**src/hw/pts_defines.svh**
```systemverilog
// offsets, field positions, reset values and timing counts of the ptp client port
//
// Overview of operation
// - transparent clock adds timer correction to timestamp
// - correction sign bit forced to zero
// - write error flag on tag push failure
// - read error flag on tag pop failure
// - error flags sticky until tx path reset
// - op 00 takes no timestamp
// - op 01 captures and inserts timestamp
// - op 11 behaves as no operation
// - tag ignored for no operation
// - tag returned with timestamp
// - valid high while timestamp presented
// - returned tag equals supplied tag
// - tx timestamp is sop capture time
// - timestamps keep timer bit format
// - rx timestamp is sop capture time
// - rx timestamp valid with sop cycle
// - one-step only while enable set
// - one-step timestamp shifted by latency adjust
`ifndef PTS_DEFINES_SVH
`define PTS_DEFINES_SVH
`define PTS_ADDR_CTRL 8'h00
`define PTS_ADDR_LAT 8'h04
`define PTS_ADDR_STAT 8'h08
`define PTS_CTRL_TC_BIT 0
`define PTS_CTRL_ONE_BIT 1
`define PTS_CTRL_RST_BIT 2
`define PTS_STAT_WERR_BIT 0
`define PTS_STAT_RERR_BIT 1
`define PTS_STAT_CNT_LSB 2
`define PTS_LAT_RST 11'h000
`define PTS_QDEPTH 4
`define PTS_CLK_PERIOD_NS 4
`define PTS_TC_STEP (64'(`PTS_CLK_PERIOD_NS) << 16)
`define PTS_RESP_OKAY 2'h0
`define PTS_RESP_SLVERR 2'h2
`endif

```
**src/hw/pts_pkg.sv**
```systemverilog
// types of the ptp client port
package pts_pkg;
  // per-frame timestamp operation codes
  typedef enum logic [1:0] {
    PTS_OP_NOP = 2'b00,
    PTS_OP_ONE = 2'b01,
    PTS_OP_TWO = 2'b10,
    PTS_OP_RSV = 2'b11
  } pts_op_t;

  // one pending tag queue entry
  typedef struct packed {
    logic one_step;
    logic [15:0] tag;
    logic [15:0] toff;
    logic [15:0] coff;
    logic upd;
  } pts_entry_t;
endpackage

```
**src/hw/pts_client_port.sv**
```systemverilog
// ptp timestamp client port with tag queue and axi4-lite control
//
// Register access over AXI4-Lite and the address map were decided locally.
`timescale 1ns/1ps
`include "pts_defines.svh"
module pts_client_port
(
  input wire logic aclk, // system clock
  input wire logic aresetn, // sync reset, active low
  input wire logic [7:0] awaddr, // write address
  input wire logic awvalid, // write address valid
  output logic awready, // write address ready
  input wire logic [31:0] wdata, // write data
  input wire logic [3:0] wstrb, // write byte strobes
  input wire logic wvalid, // write data valid
  output logic wready, // write data ready
  output logic [1:0] bresp, // write response
  output logic bvalid, // write response valid
  input wire logic bready, // write response ready
  input wire logic [7:0] araddr, // read address
  input wire logic arvalid, // read address valid
  output logic arready, // read address ready
  output logic [31:0] rdata, // read data
  output logic [1:0] rresp, // read response
  output logic rvalid, // read data valid
  input wire logic rready, // read data ready
  input wire logic [79:0] tx_timer_in, // tx system timer
  input wire logic [79:0] rx_timer_in, // rx system timer
  input wire logic tx_sop_in, // frame accepted with op and tag
  input wire pts_pkg::pts_op_t frame_timestamp_op_code, // per-frame op
  input wire logic [15:0] tx_tag_in, // per-frame tag
  input wire logic tx_upd_chksum_in, // update udp checksum
  input wire logic [15:0] tx_tstamp_offset_in, // timestamp byte offset
  input wire logic [15:0] tx_chksum_offset_in, // checksum byte offset
  input wire logic tx_capture_in, // sop crosses capture plane
  input wire logic rx_sop_in, // rx sop on a segment
  output logic tx_tstamp_valid_out, // timestamp presented
  output logic [15:0] tx_tstamp_tag_out, // returned tag
  output logic [79:0] tx_tstamp_out, // two-step timestamp
  output logic ins_valid_out, // one-step insertion request
  output logic [79:0] ins_tstamp_out, // adjusted one-step timestamp
  output logic [15:0] ins_tstamp_offset_out, // where to write it
  output logic [15:0] ins_chksum_offset_out, // checksum location
  output logic ins_upd_chksum_out, // checksum update wanted
  output logic rx_sop_out, // rx sop, aligned with timestamp
  output logic [79:0] rx_tstamp_out, // rx timestamp
  output logic tx_write_error_out, // sticky tag push error
  output logic tx_read_error_out // sticky tag pop error
);
  import pts_pkg::*;

  ////////////////////////////////////////////////////////////////
  // state
  typedef struct packed {
    logic tc_mode; // transparent clock mode
    logic one_en; // one-step enable
    logic [10:0] lat; // latency adjust
    logic txrst; // tx path reset pulse
    logic werr, rerr; // sticky push and pop error flags
    pts_entry_t [`PTS_QDEPTH-1:0] q; // tag queue
    logic [1:0] wptr, rptr; // push and pop pointers
    logic [2:0] cnt; // queue fill
    logic [63:0] local_ns; // local residence clock
    logic ts_valid; // timestamp valid
    logic [15:0] tag_out; // returned tag
    logic [79:0] ts_out; // timestamp
    logic ins_valid, ins_upd; // insert request and checksum update
    logic [79:0] ins_ts; // insert timestamp
    logic [15:0] ins_toff, ins_coff; // insert and checksum offsets
    logic rx_sop; // rx sop copy
    logic [79:0] rx_ts; // rx timestamp
    logic awready, wready; // write channel readies
    logic aw_got, w_got; // address and data held
    logic [7:0] wa; // held address
    logic [31:0] wd; // held data
    logic [3:0] ws; // held strobes
    logic bvalid, arready, rvalid; // response valid, read ready, read valid
    logic [1:0] bresp, rresp; // write and read responses
    logic [31:0] rdata; // r data
  } pts_state_t;

  pts_state_t r_reg;
  pts_state_t r_next;

  ////////////////////////////////////////////////////////////////
  // helpers
  // op codes that take a timestamp; nop and reserved do not
  function automatic logic op_takes(input pts_op_t op);
    op_takes = (op == PTS_OP_ONE) || (op == PTS_OP_TWO);
  endfunction

  // register address hit, shared by read and write
  function automatic logic addr_ok(input logic [7:0] a);
    addr_ok = (a == `PTS_ADDR_CTRL) || (a == `PTS_ADDR_LAT) || (a == `PTS_ADDR_STAT);
  endfunction

  // one-step latency shift in the active timer format; normal format has whole
  // nanoseconds only, so the fraction bits of the adjust are dropped there
  function automatic logic [79:0] adj_ts(input logic [79:0] t, input logic tc,
                                          input logic [10:0] l);
    adj_ts = tc ? {16'h0, t[63:0] + {40'h0, l, 13'h0}}
                : {t[79:32], t[31:0] + {24'h0, l[10:3]}};
  endfunction

  ////////////////////////////////////////////////////////////////
  // next state
  always_comb
  begin
    logic pop;
    logic push_req;
    logic push;
    logic full;
    logic [79:0] base;
    pts_entry_t e;
    base = tx_timer_in;
    r_next = r_reg;
    pop = tx_capture_in && (r_reg.cnt != 3'h0);
    full = (r_reg.cnt == 3'(`PTS_QDEPTH));
    push_req = tx_sop_in && op_takes(frame_timestamp_op_code);
    push = push_req && (!full || pop);
    e = r_reg.q[r_reg.rptr];
    // tc: local clock plus correction, sign forced positive
    if (r_reg.tc_mode)
    begin
      base = {16'h0, r_reg.local_ns + {1'b0, tx_timer_in[62:0]}};
    end
    r_next.local_ns = r_reg.local_ns + `PTS_TC_STEP;
    r_next.txrst = 1'b0;
    // tx path reset empties the queue and drops the flags
    if (r_reg.txrst)
    begin
      r_next.werr = 1'b0;
      r_next.rerr = 1'b0;
      r_next.wptr = 2'h0;
      r_next.rptr = 2'h0;
      r_next.cnt = 3'h0;
    end
    else
    begin
      if (push)
      begin
        // nop frames never reach here so their tag is never stored
        r_next.q[r_reg.wptr].one_step =
          (frame_timestamp_op_code == PTS_OP_ONE) && r_reg.one_en;
        r_next.q[r_reg.wptr].tag = tx_tag_in;
        r_next.q[r_reg.wptr].toff = tx_tstamp_offset_in;
        r_next.q[r_reg.wptr].coff = tx_chksum_offset_in;
        r_next.q[r_reg.wptr].upd = tx_upd_chksum_in;
        r_next.wptr = r_reg.wptr + 2'h1;
      end
      if (pop)
      begin
        r_next.rptr = r_reg.rptr + 2'h1;
      end
      r_next.cnt = r_reg.cnt + {2'h0, push} - {2'h0, pop};
    end
    // flags set after the clear, so an error in the reset cycle is not lost
    if (push_req && !push)
    begin
      r_next.werr = 1'b1;
    end
    if (tx_capture_in && (r_reg.cnt == 3'h0))
    begin
      r_next.rerr = 1'b1;
    end
    // present the popped entry with its timestamp
    r_next.ts_valid = pop && !r_reg.txrst;
    r_next.ins_valid = pop && !r_reg.txrst && e.one_step;
    if (pop)
    begin
      r_next.tag_out = e.tag;
      r_next.ts_out = base;
      r_next.ins_ts = adj_ts(base, r_reg.tc_mode, r_reg.lat);
      r_next.ins_toff = e.toff;
      r_next.ins_coff = e.coff;
      r_next.ins_upd = e.upd;
    end
    // rx timer sampled with the sop so both appear together
    r_next.rx_sop = rx_sop_in;
    r_next.rx_ts = rx_timer_in;
    // axi write address and data, taken in either order
    if (awvalid && r_reg.awready)
    begin
      r_next.aw_got = 1'b1;
      r_next.awready = 1'b0;
      r_next.wa = awaddr;
    end
    if (wvalid && r_reg.wready)
    begin
      r_next.w_got = 1'b1;
      r_next.wready = 1'b0;
      r_next.wd = wdata;
      r_next.ws = wstrb;
    end
    // both halves held: perform write and answer
    if (r_reg.aw_got && r_reg.w_got && !r_reg.bvalid)
    begin
      r_next.bvalid = 1'b1;
      r_next.bresp = addr_ok(r_reg.wa) ? `PTS_RESP_OKAY : `PTS_RESP_SLVERR;
      if ((r_reg.wa == `PTS_ADDR_CTRL) && r_reg.ws[0])
      begin
        r_next.tc_mode = r_reg.wd[`PTS_CTRL_TC_BIT];
        r_next.one_en = r_reg.wd[`PTS_CTRL_ONE_BIT];
        r_next.txrst = r_reg.wd[`PTS_CTRL_RST_BIT];
      end
      if ((r_reg.wa == `PTS_ADDR_LAT) && r_reg.ws[0])
      begin
        r_next.lat[7:0] = r_reg.wd[7:0];
      end
      if ((r_reg.wa == `PTS_ADDR_LAT) && r_reg.ws[1])
      begin
        r_next.lat[10:8] = r_reg.wd[10:8];
      end
    end
    // response taken: reopen both channels
    if (r_reg.bvalid && bready)
    begin
      r_next.bvalid = 1'b0;
      r_next.aw_got = 1'b0;
      r_next.w_got = 1'b0;
      r_next.awready = 1'b1;
      r_next.wready = 1'b1;
    end
    // axi read, one outstanding
    if (arvalid && r_reg.arready)
    begin
      r_next.arready = 1'b0;
      r_next.rvalid = 1'b1;
      r_next.rresp = addr_ok(araddr) ? `PTS_RESP_OKAY : `PTS_RESP_SLVERR;
      r_next.rdata = 32'h0;
      if (araddr == `PTS_ADDR_CTRL)
      begin
        r_next.rdata[`PTS_CTRL_TC_BIT] = r_reg.tc_mode;
        r_next.rdata[`PTS_CTRL_ONE_BIT] = r_reg.one_en;
      end
      else if (araddr == `PTS_ADDR_LAT)
      begin
        r_next.rdata[10:0] = r_reg.lat;
      end
      else if (araddr == `PTS_ADDR_STAT)
      begin
        r_next.rdata[`PTS_STAT_WERR_BIT] = r_reg.werr;
        r_next.rdata[`PTS_STAT_RERR_BIT] = r_reg.rerr;
        r_next.rdata[`PTS_STAT_CNT_LSB +: 3] = r_reg.cnt;
      end
    end
    if (r_reg.rvalid && rready)
    begin
      r_next.rvalid = 1'b0;
      r_next.arready = 1'b1;
    end
  end

  ////////////////////////////////////////////////////////////////
  // registers
  always_ff @(posedge aclk)
  begin
    if (!aresetn)
    begin
      r_reg <= '0;
      r_reg.lat <= `PTS_LAT_RST;
      r_reg.awready <= 1'b1;
      r_reg.wready <= 1'b1;
      r_reg.arready <= 1'b1;
    end
    else
    begin
      r_reg <= r_next;
    end
  end

  ////////////////////////////////////////////////////////////////
  // outputs, all straight from the state register
  assign {awready, wready, arready} = {r_reg.awready, r_reg.wready, r_reg.arready};
  assign {bvalid, bresp} = {r_reg.bvalid, r_reg.bresp};
  assign {rvalid, rdata, rresp} = {r_reg.rvalid, r_reg.rdata, r_reg.rresp};
  assign {tx_tstamp_valid_out, tx_tstamp_tag_out} = {r_reg.ts_valid, r_reg.tag_out};
  assign tx_tstamp_out = r_reg.ts_out;
  assign {ins_valid_out, ins_tstamp_out} = {r_reg.ins_valid, r_reg.ins_ts};
  assign {ins_tstamp_offset_out, ins_chksum_offset_out} = {r_reg.ins_toff, r_reg.ins_coff};
  assign ins_upd_chksum_out = r_reg.ins_upd;
  assign {rx_sop_out, rx_tstamp_out} = {r_reg.rx_sop, r_reg.rx_ts};
  assign {tx_write_error_out, tx_read_error_out} = {r_reg.werr, r_reg.rerr};
endmodule

```
**config.mk**
```make
export PLATFORM = sky130hd
export DESIGN_NAME = pts_client_port
export DESIGN_NICKNAME = d
export VERILOG_FILES = /design/src/hw/pts_pkg.sv /design/src/hw/pts_client_port.sv
export VERILOG_INCLUDE_DIRS = /design/src /design/src/hw
export SDC_FILE = /design/constraint.sdc
export NUM_CORES = 1
export LEC_CHECK = 0
export ABC_AREA = 1
export BUFFER_PORTS_ARGS = -buffer_cell sky130_fd_sc_hd__buf_4
export CAP_MARGIN = 20
export CORE_ASPECT_RATIO = 1.25
export CORE_MARGIN = 3
export CORE_UTILIZATION = 55
export CTS_CLUSTER_SIZE = 40
export DETAILED_ROUTE_END_ITERATION = 8
export MAX_ROUTING_LAYER = met4
export PLACE_DENSITY_LB_ADDON = 0.1
export SLEW_MARGIN = 20
export SYNTH_ARGS = -nofsm -noshare
export SYNTH_HDL_FRONTEND = slang
export SYNTH_SLANG_ARGS = --single-unit
```
**constraint.sdc**
```tcl
create_clock -name aclk -period 9.25 [get_ports aclk]
set_clock_uncertainty 0.1 [all_clocks]
set_input_delay 1.85 -clock aclk [delete_from_list [all_inputs] [get_ports aclk]]
set_output_delay 1.85 -clock aclk [all_outputs]
set_load 0.005 [all_outputs]
```
==> impl_metrics.tcl <==
set metrics [dict create \
    status "complete, no violations" \
    start_util 0.558 \
    drv_slew 0 \
    placed_cells 5356 \
    fmax_ghz 0.190 \
    rows 97 \
    fillers 5430 \
    cts_buffer_depth 3 \
    core_area_sq_um 56300 \
    post-cts-setup-buffer-count 0 \
    largest_reg_flops 290 \
    drtIter0Drc 2451 \
    cts.hold.buffers_added 0 \
    grt_max_degree 255 \
    hold_viol_final 0 \
    crit_path_end "ins_tstamp_out[55]" \
    gp_congestion 0.977 \
    clk_pin_slew_ns 0.06 \
    worstSetupStartpointType "input pin" \
    r2r_start "r_reg[665]" \
    synthArstFlopShare 0 \
    ant_nets 0 \
    yosysWarnings 0 \
    critPathKind "in -> reg" \
    powerDensity_nw_per_um2 216 \
    synth_area_sq_um 31400 \
    p_leak_nw 16.4 \
    syn_to_final_growth_pct 13.3 \
    routedWlPerCell_microns 19.5 \
    grt_usage 0.352 \
    regArea_sq_um 11700 \
    die_w_microns 220 \
    reg2reg_slack_ns 4.80 \
    design.die.area_sq_um 60000 \
    clk_latency_ns 0.64 \
    clock-root-buffer "clkbuf_16" \
    p_total_mw 7.69 \
    synth_edf_count 0 \
    cts_buffers 59 \
    tightest_slew_ns 1.13 \
    timing.final.crit_period_ns 5.27 \
    drtPass1Iterations 5 \
    ys_seq_area_frac 0.373 \
    arrival_ns 5.70 \
    syn_inst 4551 \
    synth_top_area_cell "dfxtp_1" \
    grt.overflow.total 0 \
    multiInputGateArea_sq_um 14300 \
    synth.distinct_cells 61 \
    boundaryPins 608 \
    timing.hold.ws_ns 0.352 \
    synth_ff_type "dfxtp_1" \
    critPathRequiredTime_ns 9.68 \
    setup_viol 0 \
    tns_ns 0 \
    grt_first_pass_wirelength_microns 160000 \
    synthTopCellsByArea "dfxtp_1 (37%), nand2_1 (11%), buf_4 (7.8%), a21oi_1 (7.4%), inv_1 (6.9%)" \
    drt-total-wl_microns 107000 \
    dieHeight_microns 273 \
    synthDominantCellAreaShare 0.373 \
    min-delay-path-class "reg -> reg" \
    drive_above_1_share 0.172 \
    io_buffers 561 \
    crit_start "tx_timer_in[18]" \
    utilization 0.632 \
    grt_pass1_vias 27083 \
    r2r_end "ins_tstamp_out[55]" \
    vias_per_cell 5.37 \
    fin_crit_sh 0.570 \
    cts_max_level 2 \
    rsz0062_at_grt "no" \
    cts_tree "built" \
    syn_area_per_cell_sq_um 6.90 \
    yosys_register_bits 586 \
    final_cells 5476 \
    drv_cap 0 \
    cts_resized 0 \
    cts.sinks 586 \
    slew_headroom 0.250 \
    vdd_ir_drop_max_mv 0.249 \
    dp_hpwl_microns 78100 \
    vias 29421 \
    reg2reg_depth 20 \
    final_nets 5023 \
    route.detailed.drc 0 \
    cp-end-kind "register" \
    path_max_fanout 6 \
    antenna_found_initial 13 \
]
[synth_stat cells (5+ instances only)]
cell,number
nor4_1,24
nor2_1,297
o211ai_1,59
ha_1,71
nand2_1,914
a211oi_1,13
a21o_1,5
o21bai_1,8
clkbuf_1,181
nand3_2,19
nor3_1,44
nand3_1,253
or2_2,16
a21oi_1,465
o21a_1,10
buf_2,8
a31oi_1,78
nor3b_1,5
buf_1,27
inv_2,6
clkinv_1,6
inv_1,579
nand2_2,34
nor2_4,10
xnor2_1,6
nor2_2,22
dfxtp_1,586
nand4_1,38
o21ai_0,379
buf_4,326
xor2_1,6
[worst max-delay path, stage by stage]
cell,delay (ns)
buf_4,0.10
ha_1,0.23
inv_1,0.07
fa_1,0.39
inv_1,0.09
nand2_1,0.06
nand2_1,0.10
and2_1,0.22
xnor2_1,0.09
o21ai_0,0.50
ha_1,0.29
nand2_1,0.09
nor2_1,0.16
nand3b_1,0.09
nand3_1,0.14
nand4_1,0.10
nand2_1,0.08
and2_1,0.18
nand3_2,0.14
nor2_4,0.18
nand4_4,0.14
nor2_4,0.19
nand3_1,0.09
nand2_1,0.10
nor2_1,0.04
[placed cells by master, fill, tap and decap left out, drive strengths merged, types with 5 or more instances in the layout]
cell,n
or2,16
a211oi,14
diode,15
xor2,6
nor2,329
clkinv,15
nand4,40
inv,588
o21a,10
o21bai,8
ha,71
buf,583
a31oi,78
a21oi,467
xnor2,6
nor4,25
a21o,5
dfxtp,586
nand2,950
clkbuf,87
o211ai,59
conb,23
nor3,49
o21ai,385
nor3b,6
nand3,274
[metrics by stage]
step | setup slack [ns] | cell area (sq um)
3_3_place_gp | 3.44 | 33600
6_report | 3.98 | 35600
3_5_place_dp | 3.36 | 33600
5_1_grt | 3.59 | 35600
2_1_floorplan | 4.18 | 31500
4_1_cts | 4.01 | 35500
[where the power goes]
part / leakage (nW) / total (mW) / switching, mW / internal (mW)
combinational: 10.6 / 2.11 / 1.26 / 0.852
sequential: 4.79 / 3.18 / 0.295 / 2.88
clock: 0.942 / 2.41 / 1.04 / 1.36
total: 16.4 / 7.69 / 2.59 / 5.10
[kinds of logic (layout without fill, tap and decap cells)]
logic type,Yosys count,count (layout),synth area share
compound gates,1046,1046,0.180
xor+xnor,12,12,0.00335
fa+ha+maj,75,75,0.0308
buf+inv,1133,1279,0.175
flops,586,586,0.373
other cells,1,38,0.000119
simple gates,1698,1698,0.237
[cell type report]
| cell class | count | share of cell area |
|---|---|---|
| timing repair buffer | 583 | 0.124 |
| tap | 742 | 0.0261 |
| sequential | 586 | 0.330 |
| clock buffer | 87 | 0.0481 |
| antenna | 15 | 0.00106 |
| multi-input combinational | 2854 | 0.402 |
| inverter | 591 | 0.0626 |
| clock inverter | 18 | 0.00619 |
[metal layers]
metal | vias up | global-route usage | wire length, microns
met5 | - | - | 0
met4 | 0 | 0.151 | 5260
met3 | 232 | 0.0979 | 10100
met2 | 1055 | 0.551 | 49100
met1 | 13426 | 0.426 | 42400
li1 | 14708 | - | -
[worst min path at each step]
stage | slack, ns | to | depth (start not counted) | start
after CTS | 0.35 | r_reg[576] | 2 | r_reg[576]
after detailed placement | 0.34 | r_reg[576] | 2 | r_reg[576]
after global placement | 0.34 | r_reg[504] | 2 | r_reg[504]
after global routing | 0.37 | r_reg[484] | 2 | r_reg[484]
after floorplan | 0.33 | r_reg[600] | 2 | r_reg[600]
final | 0.35 | r_reg[576] | 2 | r_reg[576]
Power figures use the tool's default switching activity.
